<file path="src/hw/bcp_map.vh">
// Purpose: Constants for the boot checksum, hex record and password block
// Assumes: Included by bare name from the design files under hw/
// Notes:   Definitions only, guarded against double inclusion
`ifndef BCP_MAP_VH
`define BCP_MAP_VH

// ==========================================================================
// Command codes
`define BCP_CMD_ERASE    8'hF0
`define BCP_CMD_WRITE    8'h30
`define BCP_CMD_READ     8'h40
`define BCP_CMD_RAM      8'h60
`define BCP_CMD_ID       8'hC0
`define BCP_CMD_STATUS   8'hC3
`define BCP_CMD_SECURE   8'hFA

// ==========================================================================
// Address ranges
`define BCP_FLASH_LO     16'hC000
`define BCP_FLASH_HI     16'hFFFF
`define BCP_BLANK_LO     16'hFFE0
`define BCP_PW_LO        24'h00C000
`define BCP_PW_HI        24'h00FEFF
`define BCP_ERASED       8'hFF

// ==========================================================================
// Password limits
`define BCP_PW_N_MIN     8'h07
`define BCP_ADDR_BYTES   3'h6

// ==========================================================================
// Transferred byte windows for identity and status output
`define BCP_XFER_FIRST   5'h09
`define BCP_ID_LAST      5'h12
`define BCP_STATUS_LAST  5'h0C

// ==========================================================================
// Hex record layout
`define BCP_REC_MARK     8'h3A
`define BCP_REC_DATA     8'h00
`define BCP_REC_END      8'h01
`define BCP_REC_EXT      8'h02
`define BCP_EXT_LEN      8'h02
`define BCP_END_LEN      8'h00
`define BCP_EXT_OFFSET   16'h0000
`define BCP_SEG_MAX      16'h2000

`endif

</file>
<file path="src/hw/bcp_core.v">
// Purpose: Checksums, hex record loading and password check for serial boot
// Assumes: Byte streams and memory port are on clk_sys_in; read data valid
//          in the cycle after mem_rd_out is high
// Notes:   Any error parks the block until reset
`timescale 1ns/1ps
`include "bcp_map.vh"

// What this block does
// - Return a checksum after erase, write, sum, read, RAM load, identity, status.
// - Checksum adds covered bytes one at a time into a word.
// - Erase sums whole flash after chip erase, erased region after sector.
// - Write sums whole flash range, record framing fields excluded.
// - Read sums only the flash bytes read out.
// - RAM load sums RAM from first to last received address.
// - Identity sums transferred bytes 9 to 18; status bytes 9 to 12.
// - After a record checksum, wait for next mark, dropping other bytes.
// - Reception or record format error parks block in dead state until reset, no error code.
// - Bad record type or bad record checksum is a format error.
// - Extended record with length not two or nonzero offset is error.
// - Data record after extended segment above limit is a format error.
// - End record with nonzero length is a format error.
// - Record is mark, length, offset high/low, type, data, checksum.
// - Protected commands run only after password authentication, except on a blank part, where no password is checked.
// - Password is seven or more flash bytes inside permitted region.
// - Count address range check and length below minimum raise password error.
// - Compare start must not pass the limit N bytes below region top.
// - Mismatch or three identical in a row: password error, dead till reset.
// - Blank only when every top vector byte reads erased value.
// - Password error sends no error code bytes.
module bcp_core (
   input  wire        clk_sys_in,
   input  wire        rstn_in,
   input  wire        cmd_valid_in,
   input  wire [7:0]  cmd_code_in,
   input  wire        cmd_whole_in,
   input  wire [15:0] range_lo_in,
   input  wire [15:0] range_hi_in,
   input  wire        rx_valid_in,
   input  wire [7:0]  rx_data_in,
   input  wire        rx_err_in,
   input  wire        xfer_valid_in,
   input  wire [7:0]  xfer_data_in,
   input  wire        tx_ready_in,
   input  wire [7:0]  mem_rdata_in,
   output reg         mem_rd_out,
   output reg         mem_wr_out,
   output reg         mem_ram_out,
   output reg  [15:0] mem_addr_out,
   output reg  [7:0]  mem_wdata_out,
   output reg         tx_valid_out,
   output reg  [7:0]  tx_data_out,
   output reg  [15:0] sum_out,
   output reg         sum_valid_out,
   output reg         cmd_done_out,
   output reg         busy_out,
   output reg         blank_out,
   output reg         pw_err_out,
   output reg         fmt_err_out,
   output reg         dead_out
);
   localparam [3:0] S_IDLE = 4'h0, S_ADDR = 4'h1, S_BLK  = 4'h2, S_NRD  = 4'h3;
   localparam [3:0] S_PWD  = 4'h4, S_DISP = 4'h5, S_HEX  = 4'h6, S_SCAN = 4'h7;
   localparam [3:0] S_IDS  = 4'h8, S_TXH  = 4'h9, S_TXL  = 4'hA, S_DEAD = 4'hB;

   reg  [3:0]  st;
   reg  [7:0]  code;
   reg         whole;
   reg  [47:0] addr_sr;
   reg  [2:0]  addr_cnt;
   reg  [7:0]  pw_n;
   reg  [7:0]  pw_i;
   reg  [7:0]  pw_byte;
   reg         pw_run;
   reg  [15:0] scan_ptr;
   reg  [15:0] scan_end;
   reg         scan_go;
   reg         rd_d1;
   reg  [15:0] ram_first;
   reg  [15:0] ram_last;
   reg         ram_any;
   reg  [4:0]  xfer_idx;
   reg  [4:0]  xfer_last;
   reg         hex_en;

   wire        hx_dat;
   wire [19:0] hx_addr;
   wire [7:0]  hx_byte;
   wire        hx_end;
   wire        hx_err;

   wire [23:0] cnt_addr  = addr_sr[47:24];
   wire [23:0] cmp_addr  = addr_sr[23:0];
   wire        scan_idle = !scan_go && !mem_rd_out && !rd_d1;
   wire [4:0]  xfer_pos  = xfer_idx + 5'h01;
   wire [23:0] cmp_limit = blank_out ? `BCP_PW_HI : (`BCP_PW_HI - {16'h0000, mem_rdata_in});
   wire        protect   = (cmd_code_in == `BCP_CMD_ERASE) || (cmd_code_in == `BCP_CMD_READ) ||
                           (cmd_code_in == `BCP_CMD_RAM) || (cmd_code_in == `BCP_CMD_SECURE) ||
                           (cmd_code_in == `BCP_CMD_WRITE && !cmd_whole_in);

   // ========================================================================
   // Record parser, enabled only while loading
   bcp_hex_rec u_hex (
      .clk_sys_in    (clk_sys_in),
      .rstn_in       (rstn_in),
      .en_in         (hex_en),
      .rx_valid_in   (rx_valid_in),
      .rx_data_in    (rx_data_in),
      .dat_valid_out (hx_dat),
      .dat_addr_out  (hx_addr),
      .dat_byte_out  (hx_byte),
      .end_out       (hx_end),
      .err_out       (hx_err)
   );

   // ========================================================================
   // Status flags trail the state by one cycle
   always @(posedge clk_sys_in) begin
      if (!rstn_in) begin
         busy_out <= 1'b0;
         dead_out <= 1'b0;
         rd_d1    <= 1'b0;
      end else begin
         busy_out <= (st != S_IDLE);
         dead_out <= (st == S_DEAD);
         rd_d1    <= mem_rd_out;
      end
   end

   // ========================================================================
   // Command sequencer, shared memory port and checksum accumulator
   always @(posedge clk_sys_in) begin
      if (!rstn_in) begin
         st            <= S_IDLE;
         code          <= 8'h00;
         whole         <= 1'b0;
         addr_sr       <= 48'h000000000000;
         addr_cnt      <= 3'h0;
         pw_n          <= 8'h00;
         pw_i          <= 8'h00;
         pw_byte       <= 8'h00;
         pw_run        <= 1'b0;
         scan_ptr      <= 16'h0000;
         scan_end      <= 16'h0000;
         scan_go       <= 1'b0;
         ram_first     <= 16'h0000;
         ram_last      <= 16'h0000;
         ram_any       <= 1'b0;
         xfer_idx      <= 5'h00;
         xfer_last     <= 5'h00;
         hex_en        <= 1'b0;
         mem_rd_out    <= 1'b0;
         mem_wr_out    <= 1'b0;
         mem_ram_out   <= 1'b0;
         mem_addr_out  <= 16'h0000;
         mem_wdata_out <= 8'h00;
         tx_valid_out  <= 1'b0;
         tx_data_out   <= 8'h00;
         sum_out       <= 16'h0000;
         sum_valid_out <= 1'b0;
         cmd_done_out  <= 1'b0;
         blank_out     <= 1'b0;
         pw_err_out    <= 1'b0;
         fmt_err_out   <= 1'b0;
      end else begin
         mem_rd_out    <= 1'b0;
         mem_wr_out    <= 1'b0;
         sum_valid_out <= 1'b0;
         cmd_done_out  <= 1'b0;
         // Range reader: one address per cycle until the end is issued
         if (scan_go) begin
            mem_rd_out   <= 1'b1;
            mem_addr_out <= scan_ptr;
            scan_ptr     <= scan_ptr + 16'h0001;
            if (scan_ptr == scan_end)
               scan_go <= 1'b0;
         end
         case (st)
            S_IDLE: if (cmd_valid_in) begin
               code        <= cmd_code_in;
               whole       <= cmd_whole_in;
               sum_out     <= 16'h0000;
               ram_any     <= 1'b0;
               addr_cnt    <= 3'h0;
               pw_i        <= 8'h00;
               pw_run      <= 1'b0;
               xfer_idx    <= 5'h00;
               mem_ram_out <= (cmd_code_in == `BCP_CMD_RAM);
               if (cmd_code_in == `BCP_CMD_ID) begin
                  xfer_last <= `BCP_ID_LAST;
                  st        <= S_IDS;
               end else if (cmd_code_in == `BCP_CMD_STATUS) begin
                  xfer_last <= `BCP_STATUS_LAST;
                  st        <= S_IDS;
               end else if (protect) begin
                  st <= S_ADDR;
               end else if (cmd_code_in == `BCP_CMD_WRITE) begin
                  // Sum output only: whole flash, no records
                  scan_ptr <= `BCP_FLASH_LO;
                  scan_end <= `BCP_FLASH_HI;
                  scan_go  <= 1'b1;
                  st       <= S_SCAN;
               end
            end
            // Count address then compare start, three bytes each
            S_ADDR: if (rx_err_in) begin
               st <= S_DEAD;
            end else if (rx_valid_in) begin
               addr_sr  <= {addr_sr[39:0], rx_data_in};
               addr_cnt <= addr_cnt + 3'h1;
               if (addr_cnt == `BCP_ADDR_BYTES - 3'h1) begin
                  blank_out <= 1'b1;
                  scan_ptr  <= `BCP_BLANK_LO;
                  scan_end  <= `BCP_FLASH_HI;
                  scan_go   <= 1'b1;
                  st        <= S_BLK;
               end
            end
            // Any non-erased vector byte makes the part non-blank
            S_BLK: begin
               if (rd_d1 && mem_rdata_in != `BCP_ERASED)
                  blank_out <= 1'b0;
               if (scan_idle) begin
                  if (cnt_addr < `BCP_PW_LO || cnt_addr > `BCP_PW_HI) begin
                     pw_err_out <= 1'b1;
                     st         <= S_DEAD;
                  end else begin
                     mem_rd_out   <= 1'b1;
                     mem_addr_out <= cnt_addr[15:0];
                     st           <= S_NRD;
                  end
               end
            end
            S_NRD: if (rd_d1) begin
               pw_n <= mem_rdata_in;
               if (!blank_out && mem_rdata_in < `BCP_PW_N_MIN) begin
                  pw_err_out <= 1'b1;
                  st         <= S_DEAD;
               end else if (cmp_addr < `BCP_PW_LO || cmp_addr > cmp_limit) begin
                  pw_err_out <= 1'b1;
                  st         <= S_DEAD;
               end else begin
                  st <= blank_out ? S_DISP : S_PWD;
               end
            end
            // Each received byte is checked against flash two cycles later
            S_PWD: begin
               if (pw_i == pw_n && scan_idle)
                  st <= S_DISP;
               if (rx_valid_in && pw_i != pw_n) begin
                  mem_rd_out   <= 1'b1;
                  mem_addr_out <= cmp_addr[15:0] + {8'h00, pw_i};
                  pw_byte      <= rx_data_in;
                  pw_i         <= pw_i + 8'h01;
                  pw_run       <= (pw_i != 8'h00 && rx_data_in == pw_byte);
                  if (pw_i != 8'h00 && rx_data_in == pw_byte && pw_run) begin
                     pw_err_out <= 1'b1;
                     st         <= S_DEAD;
                  end
               end
               if (rd_d1 && mem_rdata_in != pw_byte) begin
                  pw_err_out <= 1'b1;
                  st         <= S_DEAD;
               end
               if (rx_err_in)
                  st <= S_DEAD;
            end
            S_DISP: begin
               case (code)
                  `BCP_CMD_ERASE: begin
                     scan_ptr <= whole ? `BCP_FLASH_LO : range_lo_in;
                     scan_end <= whole ? `BCP_FLASH_HI : range_hi_in;
                     scan_go  <= 1'b1;
                     st       <= S_SCAN;
                  end
                  `BCP_CMD_READ: begin
                     scan_ptr <= range_lo_in;
                     scan_end <= range_hi_in;
                     scan_go  <= 1'b1;
                     st       <= S_SCAN;
                  end
                  `BCP_CMD_WRITE, `BCP_CMD_RAM: begin
                     hex_en <= 1'b1;
                     st     <= S_HEX;
                  end
                  default: begin
                     cmd_done_out <= 1'b1;
                     st           <= S_IDLE;
                  end
               endcase
            end
            // Records land in memory; framing never reaches the sum
            S_HEX: begin
               if (hx_dat) begin
                  mem_wr_out    <= 1'b1;
                  mem_addr_out  <= hx_addr[15:0];
                  mem_wdata_out <= hx_byte;
                  ram_last      <= hx_addr[15:0];
                  ram_any       <= 1'b1;
                  if (!ram_any)
                     ram_first <= hx_addr[15:0];
               end
               if (hx_end) begin
                  hex_en <= 1'b0;
                  if (code == `BCP_CMD_WRITE) begin
                     scan_ptr <= `BCP_FLASH_LO;
                     scan_end <= `BCP_FLASH_HI;
                     scan_go  <= 1'b1;
                     st       <= S_SCAN;
                  end else if (ram_any) begin
                     scan_ptr <= ram_first;
                     scan_end <= ram_last;
                     scan_go  <= 1'b1;
                     st       <= S_SCAN;
                  end else begin
                     st <= S_TXH;
                  end
               end
               if (hx_err) begin
                  fmt_err_out <= 1'b1;
                  st          <= S_DEAD;
               end
               if (rx_err_in)
                  st <= S_DEAD;
            end
            // Carries above bit 15 simply fall off
            S_SCAN: begin
               if (rd_d1)
                  sum_out <= sum_out + {8'h00, mem_rdata_in};
               if (scan_idle)
                  st <= S_TXH;
            end
            S_IDS: if (xfer_valid_in) begin
               xfer_idx <= xfer_pos;
               if (xfer_pos >= `BCP_XFER_FIRST && xfer_pos <= xfer_last)
                  sum_out <= sum_out + {8'h00, xfer_data_in};
               if (xfer_pos == xfer_last)
                  st <= S_TXH;
            end
            // High byte goes out first
            S_TXH: begin
               if (!tx_valid_out) begin
                  tx_valid_out  <= 1'b1;
                  tx_data_out   <= sum_out[15:8];
                  sum_valid_out <= 1'b1;
               end else if (tx_ready_in) begin
                  tx_data_out <= sum_out[7:0];
                  st          <= S_TXL;
               end
            end
            S_TXL: if (tx_ready_in) begin
               tx_valid_out <= 1'b0;
               cmd_done_out <= 1'b1;
               hex_en       <= 1'b0;
               st           <= S_IDLE;
            end
            // Stays here until reset; nothing is sent
            S_DEAD: begin
               hex_en  <= 1'b0;
               scan_go <= 1'b0;
            end
            default: st <= S_DEAD;
         endcase
      end
   end
endmodule // bcp_core

</file>
<file path="src/hw/bcp_hex_rec.v">
// Purpose: Binary hex record parser feeding data bytes with their addresses
// Assumes: Bytes arrive from logic on clk_sys_in, one per rx_valid_in pulse
// Notes:   Stops in a halt state on any format error until en_in drops
`timescale 1ns/1ps
`include "bcp_map.vh"

module bcp_hex_rec (
   input  wire        clk_sys_in,
   input  wire        rstn_in,
   input  wire        en_in,
   input  wire        rx_valid_in,
   input  wire [7:0]  rx_data_in,
   output reg         dat_valid_out,
   output reg  [19:0] dat_addr_out,
   output reg  [7:0]  dat_byte_out,
   output reg         end_out,
   output reg         err_out
);
   localparam [2:0] H_MARK = 3'h0, H_LEN = 3'h1, H_OFFH = 3'h2, H_OFFL = 3'h3;
   localparam [2:0] H_TYPE = 3'h4, H_DATA = 3'h5, H_SUM  = 3'h6, H_HALT = 3'h7;

   reg  [2:0]  st;
   reg  [7:0]  len;
   reg  [7:0]  cnt;
   reg  [7:0]  rtype;
   reg  [15:0] offset;
   reg  [15:0] seg;
   reg  [15:0] seg_new;
   reg  [7:0]  sum;
   wire [7:0]  sum_in = sum + rx_data_in;

   // ========================================================================
   // Record walk; record sum covers every field after the mark
   always @(posedge clk_sys_in) begin
      if (!rstn_in || !en_in) begin
         st            <= H_MARK;
         len           <= 8'h00;
         cnt           <= 8'h00;
         rtype         <= 8'h00;
         offset        <= 16'h0000;
         seg           <= 16'h0000;
         seg_new       <= 16'h0000;
         sum           <= 8'h00;
         dat_valid_out <= 1'b0;
         dat_addr_out  <= 20'h00000;
         dat_byte_out  <= 8'h00;
         end_out       <= 1'b0;
         err_out       <= 1'b0;
      end else begin
         dat_valid_out <= 1'b0;
         end_out       <= 1'b0;
         err_out       <= 1'b0;
         if (rx_valid_in) begin
            case (st)
               // Anything but the mark between records is dropped
               H_MARK: if (rx_data_in == `BCP_REC_MARK) begin
                  st  <= H_LEN;
                  sum <= 8'h00;
               end
               H_LEN: begin
                  len <= rx_data_in;
                  sum <= sum_in;
                  st  <= H_OFFH;
               end
               H_OFFH: begin
                  offset[15:8] <= rx_data_in;
                  sum          <= sum_in;
                  st           <= H_OFFL;
               end
               H_OFFL: begin
                  offset[7:0] <= rx_data_in;
                  sum         <= sum_in;
                  st          <= H_TYPE;
               end
               H_TYPE: begin
                  rtype <= rx_data_in;
                  sum   <= sum_in;
                  cnt   <= 8'h00;
                  if (rx_data_in > `BCP_REC_EXT) begin
                     st      <= H_HALT;
                     err_out <= 1'b1;
                  end else if (rx_data_in == `BCP_REC_EXT &&
                               (len != `BCP_EXT_LEN || offset != `BCP_EXT_OFFSET)) begin
                     st      <= H_HALT;
                     err_out <= 1'b1;
                  end else if (rx_data_in == `BCP_REC_END && len != `BCP_END_LEN) begin
                     st      <= H_HALT;
                     err_out <= 1'b1;
                  end else if (rx_data_in == `BCP_REC_DATA && seg > `BCP_SEG_MAX) begin
                     st      <= H_HALT;
                     err_out <= 1'b1;
                  end else begin
                     st <= (len == 8'h00) ? H_SUM : H_DATA;
                  end
               end
               H_DATA: begin
                  sum <= sum_in;
                  cnt <= cnt + 8'h01;
                  if (rtype == `BCP_REC_DATA) begin
                     dat_valid_out <= 1'b1;
                     dat_byte_out  <= rx_data_in;
                     dat_addr_out  <= {seg, 4'h0} + {4'h0, offset} + {12'h000, cnt};
                  end else if (cnt == 8'h00) begin
                     seg_new[15:8] <= rx_data_in;
                  end else begin
                     seg_new[7:0] <= rx_data_in;
                  end
                  if (cnt == len - 8'h01)
                     st <= H_SUM;
               end
               H_SUM: begin
                  // Two's complement check: total must come to zero
                  if (sum_in != 8'h00) begin
                     st      <= H_HALT;
                     err_out <= 1'b1;
                  end else begin
                     st <= H_MARK;
                     if (rtype == `BCP_REC_END)
                        end_out <= 1'b1;
                     if (rtype == `BCP_REC_EXT)
                        seg <= seg_new;
                  end
               end
               default: st <= H_HALT;
            endcase
         end
      end
   end
endmodule // bcp_hex_rec

</file>
<file path="config.mk">
export PLATFORM = sky130hd
export DESIGN_NAME = bcp_core
export DESIGN_NICKNAME = d
export VERILOG_FILES = /design/src/hw/bcp_core.v /design/src/hw/bcp_hex_rec.v
export VERILOG_INCLUDE_DIRS = /design/src /design/src/hw
export SDC_FILE = /design/constraint.sdc
export NUM_CORES = 1
export LEC_CHECK = 0
export BUFFER_PORTS_ARGS = -buffer_cell sky130_fd_sc_hd__buf_2
export CAP_MARGIN = 20
export CORE_MARGIN = 1.5
export CORE_UTILIZATION = 25
export CTS_CLUSTER_DIAMETER = 40
export DETAILED_ROUTE_END_ITERATION = 12
export SLEW_MARGIN = 20
export SYNTH_ARGS = -nofsm -noshare
export SYNTH_HDL_FRONTEND = slang
export SYNTH_HIERARCHICAL = 1
export SYNTH_SLANG_ARGS = --single-unit
</file>
<file path="constraint.sdc">
create_clock -name clk_sys_in -period 3.91 [get_ports clk_sys_in]
set_input_delay 0 -clock clk_sys_in [delete_from_list [all_inputs] [get_ports clk_sys_in]]
set_output_delay 0 -clock clk_sys_in [all_outputs]
set_load 0.01 [all_outputs]
</file>
==> results of run 1 <==
## layout make-up
class,count,area [um^2]
Fill cell,7564,48240
Multi-Input combinational cell,1700,10380
Sequential cell,333,6666
Timing Repair Buffer,237,1644
Clock buffer,59,1399
Tap cell,940,1176
Clock inverter,39,471.7
Inverter,44,167.7
## metrics by stage
step                worst slack [ns]    util  std cells  hold WS [ns]  power [uW]
floorplan                     0.4835       -       2213        0.1360        5319
global placement              0.5303  0.2755       3183        0.2809        5976
detailed placement            0.4896  0.2755       3183        0.2873        5975
CTS                           0.4524  0.3123       3352       0.02477       11000
global route                  0.1966  0.3123       3352       0.05932       11400
finish                        0.4395  0.3123       3352       0.05224       10930
## worst max-delay path by stage
stage,cells after the start,slack (ns),end
finish,13,0.44,sum_out[10]
global placement,13,0.53,sum_out[12]
detailed placement,13,0.49,sum_out[10]
global route,13,0.20,sum_out[14]
CTS,13,0.45,sum_out[10]
floorplan,15,0.48,sum_out[10]
## worst register-to-register path, stage by stage (launching register included)
cell and delay (ns):
sky130_fd_sc_hd__dfxtp_1 0.30, sky130_fd_sc_hd__or2_0 0.27, sky130_fd_sc_hd__nor3_4 0.44, sky130_fd_sc_hd__mux2_2 0.27, sky130_fd_sc_hd__ha_1 0.17, sky130_fd_sc_hd__inv_1 0.06, sky130_fd_sc_hd__fa_1 0.40, sky130_fd_sc_hd__nor2b_1 0.12
sky130_fd_sc_hd__o21ai_0 0.13, sky130_fd_sc_hd__a21oi_1 0.22, sky130_fd_sc_hd__a2111oi_0 0.11, sky130_fd_sc_hd__o21ba_2 0.27, sky130_fd_sc_hd__or4_1 0.47, sky130_fd_sc_hd__a21oi_1 0.14
## routing by layer
layer,vias to the layer above,share of wire,GRT usage
met3,101,0.045,0.02324
met1,7798,0.45,0.1997
met5,-,0,0
li1,8159,-,-
met2,396,0.48,0.2576
met4,0,0.028,0.04746
## power groups by stage
stage	clock, uW	combinational (uW)	sequential [uW]
6_report	4880	2270	3780
5_1_grt	5120	2480	3800
4_1_cts	4960	2250	3780
3_5_place_dp	0	2130	3850
3_3_place_gp	0	2130	3850
2_1_floorplan	0	1540	3780
## cells in the final DEF (no fill, tap or decap), drive strengths merged, types with 24 or more instances in the layout
| master | n |
|---|---|
| nand4 | 46 |
| mux2i | 59 |
| xnor2 | 64 |
| o21ai | 98 |
| dfxtp | 333 |
| buf | 166 |
| nor2 | 160 |
| nor3 | 36 |
| nor4 | 24 |
| ha | 73 |
| xor2 | 44 |
| nand2 | 416 |
| inv | 55 |
| a21oi | 251 |
| dlygate4sd3 | 71 |
| nor2b | 26 |
| clkbuf | 59 |
| nand3 | 66 |
## timing repair
| item | in CTS | in global routing |
|---|---|---|
| resized for setup | 0 | 0 |
| hold endpoints to repair | 136 | 0 |
| hold buffers | 71 | 0 |
==> impl_summary.log, run 1 <==
[metrics] # setup viols final: 0
[metrics] routed wire length: 57650 um
[metrics] Port Buf Inserts: 130
[metrics] Period Utilization, post-route: 0.8876
[metrics] area of the core region: 70150 um^2
[metrics] Hold WC Path Type: in2reg
[metrics] Leakage: 0.008173 uW
[metrics] flip-flop count of the largest register after layout: 48
[metrics] crit path cell chain: or2_0 -> nor3_4 -> mux2_2 -> ha_1 -> inv_1 -> fa_1 -> nor2b_1 -> o21ai_0 -> a21oi_1 -> a2111oi_0 -> o21ba_2 -> or4_1 -> a21oi_1
[metrics] RSZ-0062 raised after global routing: no
[metrics] number of global-route vias before repair: 15460
[metrics] Final Hold Vio Count: 0
[metrics] worst r2r src: st[1]
[metrics] power density cells: 499.1 nW/um^2
[metrics] summed negative setup slack over all endpoints: 0 ns
[metrics] nature of the critical path startpoint: flip-flop
[metrics] TritonCTS buffer count: 53
[metrics] register with the most flip-flops: addr_sr
[metrics] antenna violations before repair: 0
[metrics] Placement Cell Area: 19330 um^2
[metrics] Logic pwr share: 0.208
[metrics] headroom to the max-slew limit: 0.3190
[metrics] row cnt: 97
[metrics] reg2reg setup slack: 0.44 ns
[metrics] num ports: 131
[metrics] internal power summed over all cells: 7413 uW
[metrics] Area growth, synth to finish: 23.59%
[metrics] reg-to-reg critical path endpoint: sum_out[10]
[metrics] Critical Path Fanout Max: 10
[metrics] switching power of the nets: 3520 uW
[metrics] sequential share of power: 0.346
[metrics] register clock-pin slew on the reported worst setup and hold paths: 0.06 ns
[metrics] Detailed Place HPWL: 40920 um
[metrics] number of cells produced by synthesis: 2213
[metrics] hold-critical path endpoint: sum_out[7]
[metrics] transition time of the tightest slew-check pin: 1.016 ns
[metrics] total global routing overflow: 0
[metrics] All-Layer GR Usage: 0.1528
[metrics] # DRC: 0
[metrics] Max Cap Violations: 0
[metrics] type of the setup path with the least slack: reg2reg
[metrics] dominant delay contributor by cell family on the critical path: simple AND/OR/NAND/NOR gates
[metrics] number of cell instances on the worst register-to-register path: 13
[metrics] ant diodes: 0
[metrics] max-slew violation count: 0
[metrics] origin of the worst min-delay path: xfer_data_in[7]
[metrics] hold path cells: 6
[metrics] Worst path most repeated cell: sky130_fd_sc_hd__a21oi_1
[metrics] via count: 16450
[metrics] clock latency of the later-clocked register in the worst-skew pair: 0.63 ns
[metrics] Die Footprint: 72510 um^2
[metrics] total standard cell area after synthesis: 17730 um^2
[metrics] count of antenna-violating nets left after detailed routing: 0
[metrics] Crit path largest cell delay: 0.47 ns
[metrics] share of layout cells above drive strength 1: 0.1302
[metrics] Pre-Repair DR Iteration Count: 6
[metrics] Net count, final: 2522
[metrics] endpoint kind of the worst setup timing path: flip-flop
[metrics] fraction of power consumed by the clock network: 0.446
[metrics] minimum period implied by the final worst setup slack: 3.471 ns
[metrics] Root Driver: sky130_fd_sc_hd__clkbuf_16
[metrics] Mapped Nets: 2366
[metrics] worst endpoint data arrival time: 3.98 ns
[metrics] buffer and inverter count on the worst path: 1
[metrics] sink count of the clock tree: 333
[metrics] Yosys warning total: 6
[metrics] maximum clock path buffer count: 3
[metrics] final instance area: 21910 um^2
[metrics] horizontal die dimension: 269.3 um
[metrics] last weighted congestion value of the routability-driven placer: 0.8502
[metrics] post-route clock skew: 0.04810 ns
[metrics] launching element of the worst setup path: st[1]
[metrics] violation count after the first detailed-routing iteration: 1293
[metrics] worst vdd ir: 0.3753 mV
[metrics] synthesized area per cell: 8.010 um^2
[metrics] detailed-route vias per instance: 4.909
[metrics] required time of the critical path: 4.41 ns
[metrics] net switching fraction of the power: 0.3220
[metrics] global-route wire length before repair: 89470 um
[metrics] setup bufs post-CTS: 0
[metrics] pin count of the biggest net entering global routing: 68
[metrics] slowest stage cell on the critical path: sky130_fd_sc_hd__or4_1
[metrics] initial cell density of the core: 0.2527
[metrics] outcome: finished, final reports clean
[metrics] Die Height: 269.3 um
[metrics] maximum level of the CTS H-tree: 2
[metrics] CTS tree: yes
[metrics] Avg WL per Cell: 17.20 um
[metrics] fmax: 288.1 MHz
Power figures use the tool's default switching activity.
==> run 2, diff against run 1 <==
Clock period 3.91 ns to 3.7 ns, I/O delays scaled along.
==> run 2 against run 1 <==
Against the previous run: power is 2.6% higher; sequential cell count stayed put; largest power group unchanged; clock-buffer cell count is 3 higher; core utilization is 0.26 points lower; routed wire length is 0.77% lower; critical endpoint is now sum_out[12]; sequential power is 5.6% higher; fmax is 1.8% higher; clock skew is 0.017 ns higher; die area stayed put; critical path type unchanged.
==> impl_summary.log, run 2 (same netlist as run 1, synthesis figures left out) <==
[metrics] violation count after the first detailed-routing iteration: 1123
[metrics] global-route wire length before repair: 90110 um
[metrics] crit path cell chain: or2_0 -> nor3_4 -> mux2_2 -> ha_1 -> inv_1 -> fa_1 -> nor2b_1 -> o21ai_0 -> a21oi_1 -> a2111oi_0 -> o21ba_2 -> or4_1 -> a21oi_1
[metrics] headroom to the max-slew limit: 0.2978
[metrics] horizontal die dimension: 269.3 um
[metrics] Port Buf Inserts: 130
[metrics] initial cell density of the core: 0.2527
[metrics] topmost layer with routed signal wires: met4
[metrics] Period Utilization, post-route: 0.9213
[metrics] Detailed Place HPWL: 40990 um
[metrics] Avg WL per Cell: 17.11 um
[metrics] share of layout cells above drive strength 1: 0.1285
[metrics] clock latency of the later-clocked register in the worst-skew pair: 0.62 ns
[metrics] fmax: 293.3 MHz
[metrics] slowest stage cell on the critical path: sky130_fd_sc_hd__or4_1
[metrics] antenna violations before repair: 0
[metrics] Root Driver: sky130_fd_sc_hd__clkbuf_16
[metrics] max-slew violation count: 0
[metrics] Hold WC Path Type: in2reg
[metrics] register with the most flip-flops: addr_sr
[metrics] endpoint kind of the worst setup timing path: flip-flop
[metrics] Final Hold Vio Count: 0
[metrics] wire length on met3: 2784 um
[metrics] maximum clock path buffer count: 3
[metrics] number of cells in the finished layout apart from fillers: 3344
[metrics] worst vdd ir: 0.3697 mV
[metrics] worst endpoint data arrival time: 3.92 ns
[metrics] top library cells by usage in the layout, fill and taps aside: sky130_fd_sc_hd__nand2_1, sky130_fd_sc_hd__dfxtp_1, sky130_fd_sc_hd__a21oi_1, sky130_fd_sc_hd__nor2_1, sky130_fd_sc_hd__buf_2
[metrics] sink count of the clock tree: 333
[metrics] Die Height: 269.3 um
[metrics] routed wire length: 57210 um
[metrics] TritonCTS buffer count: 52
[metrics] Worst path most repeated cell: sky130_fd_sc_hd__a21oi_1
[metrics] Net count, final: 2514
[metrics] ant diodes: 0
[metrics] Placement Cell Area: 19340 um^2
[metrics] via count: 16460
[metrics] Leakage: 0.008086 uW
[metrics] last weighted congestion value of the routability-driven placer: 0.8723
[metrics] required time of the critical path: 4.21 ns
[metrics] Crit path largest cell delay: 0.47 ns
[metrics] flip-flop count of the largest register after layout: 48
[metrics] summed negative setup slack over all endpoints: 0 ns
[metrics] All-Layer GR Usage: 0.1536
[metrics] Critical Path Fanout Max: 8
[metrics] # setup viols final: 0
[metrics] buffer and inverter count on the worst path: 1
[metrics] outcome: finished, final reports clean
[metrics] final instance area: 21720 um^2
[metrics] total global routing overflow: 0
[metrics] transition time of the tightest slew-check pin: 1.048 ns
[metrics] register clock-pin slew on the reported worst setup and hold paths: 0.05 ns
[metrics] met2 layer wire length in the routed design: 27690 um
[metrics] wl on met1: 25580 um
[metrics] Area growth, synth to finish: 22.56%
[metrics] Max Cap Violations: 0
[metrics] # DRC: 0
[metrics] Pre-Repair DR Iteration Count: 5
[metrics] minimum period implied by the final worst setup slack: 3.409 ns
[metrics] count of antenna-violating nets left after detailed routing: 0
[metrics] detailed-route vias per instance: 4.923
[metrics] RSZ-0062 raised after global routing: no
[metrics] number of global-route vias before repair: 15840
[metrics] dominant delay contributor by cell family on the critical path: simple AND/OR/NAND/NOR gates
[metrics] most common cell after layout, fill and taps aside: sky130_fd_sc_hd__nand2_1
[metrics] post-route clock skew: 0.06511 ns
[metrics] power density cells: 516.5 nW/um^2
[metrics] type of the setup path with the least slack: reg2reg
[metrics] nature of the critical path startpoint: flip-flop
[metrics] CTS tree: yes
[metrics] pin count of the biggest net entering global routing: 68
[metrics] area of the core region: 70150 um^2
[metrics] row cnt: 97
[metrics] Die Footprint: 72510 um^2
[metrics] num ports: 131
[metrics] maximum level of the CTS H-tree: 2
[metrics] Gates resized, CTS repair: 0
[metrics] count of placed standard cells including taps: 3185
run 2: per-layer routing:
layer / GRT usage / vias up
met2: 0.2652 / 401
met4: 0.04095 / 0
met1: 0.1986 / 7828
li1: - / 8154
met5: 0 / -
met3: 0.02262 / 80
run 2: final timing paths:
check	from	end	slack [ns]	cells after the start
hold / removal	xfer_data_in[7]	sum_out[7]	0.05	6
hold reg to reg	ram_last[12]	ram_last[12]	0.45	2
setup / recovery	st[1]	sum_out[12]	0.29	13
setup reg to reg	st[1]	sum_out[12]	0.29	13
run 2: worst register-to-register path, delay by kind of cell (launching register included):
kind	cells	cell delay, ns
flip-flops	1	0.30
buffers and inverters	1	0.05
AO/OA/AOI/OAI	5	0.88
multiplexers	1	0.26
AND/OR/NAND/NOR	4	1.31
adder cells (fa/ha/maj)	2	0.55
run 2: metrics by stage:
| step | utilization | setup slack (ns) | hold slack [ns] | power, uW |
|---|---|---|---|---|
| floorplan | - | 0.2735 | 0.1360 | 5621 |
| global placement | 0.2757 | 0.3034 | 0.2782 | 6325 |
| detailed placement | 0.2757 | 0.3219 | 0.2771 | 6328 |
| CTS | 0.3097 | 0.3294 | 0.01943 | 11290 |
| global route | 0.3097 | 0.001135 | 0.05788 | 11700 |
| finish | 0.3097 | 0.2910 | 0.04762 | 11220 |
run 2: cell type report:
class | instances | area (um^2)
Clock buffer | 62 | 1369
Clock inverter | 35 | 394.1
Fill cell | 7600 | 48430
Inverter | 44 | 167.7
Multi-Input combinational cell | 1700 | 10380
Sequential cell | 333 | 6666
Tap cell | 940 | 1176
Timing Repair Buffer | 230 | 1569
run 2: power breakdown:
group	switching, uW	internal [uW]
sequential	199	3790
combinational	1510	851
clock	1950	2930
run 2: repair_timing:
item                       4_1_cts  5_1_grt
hold buffers                    62        0
setup buffers                    0        0
hold endpoints to repair       143        0
setup endpoints to repair        0        0
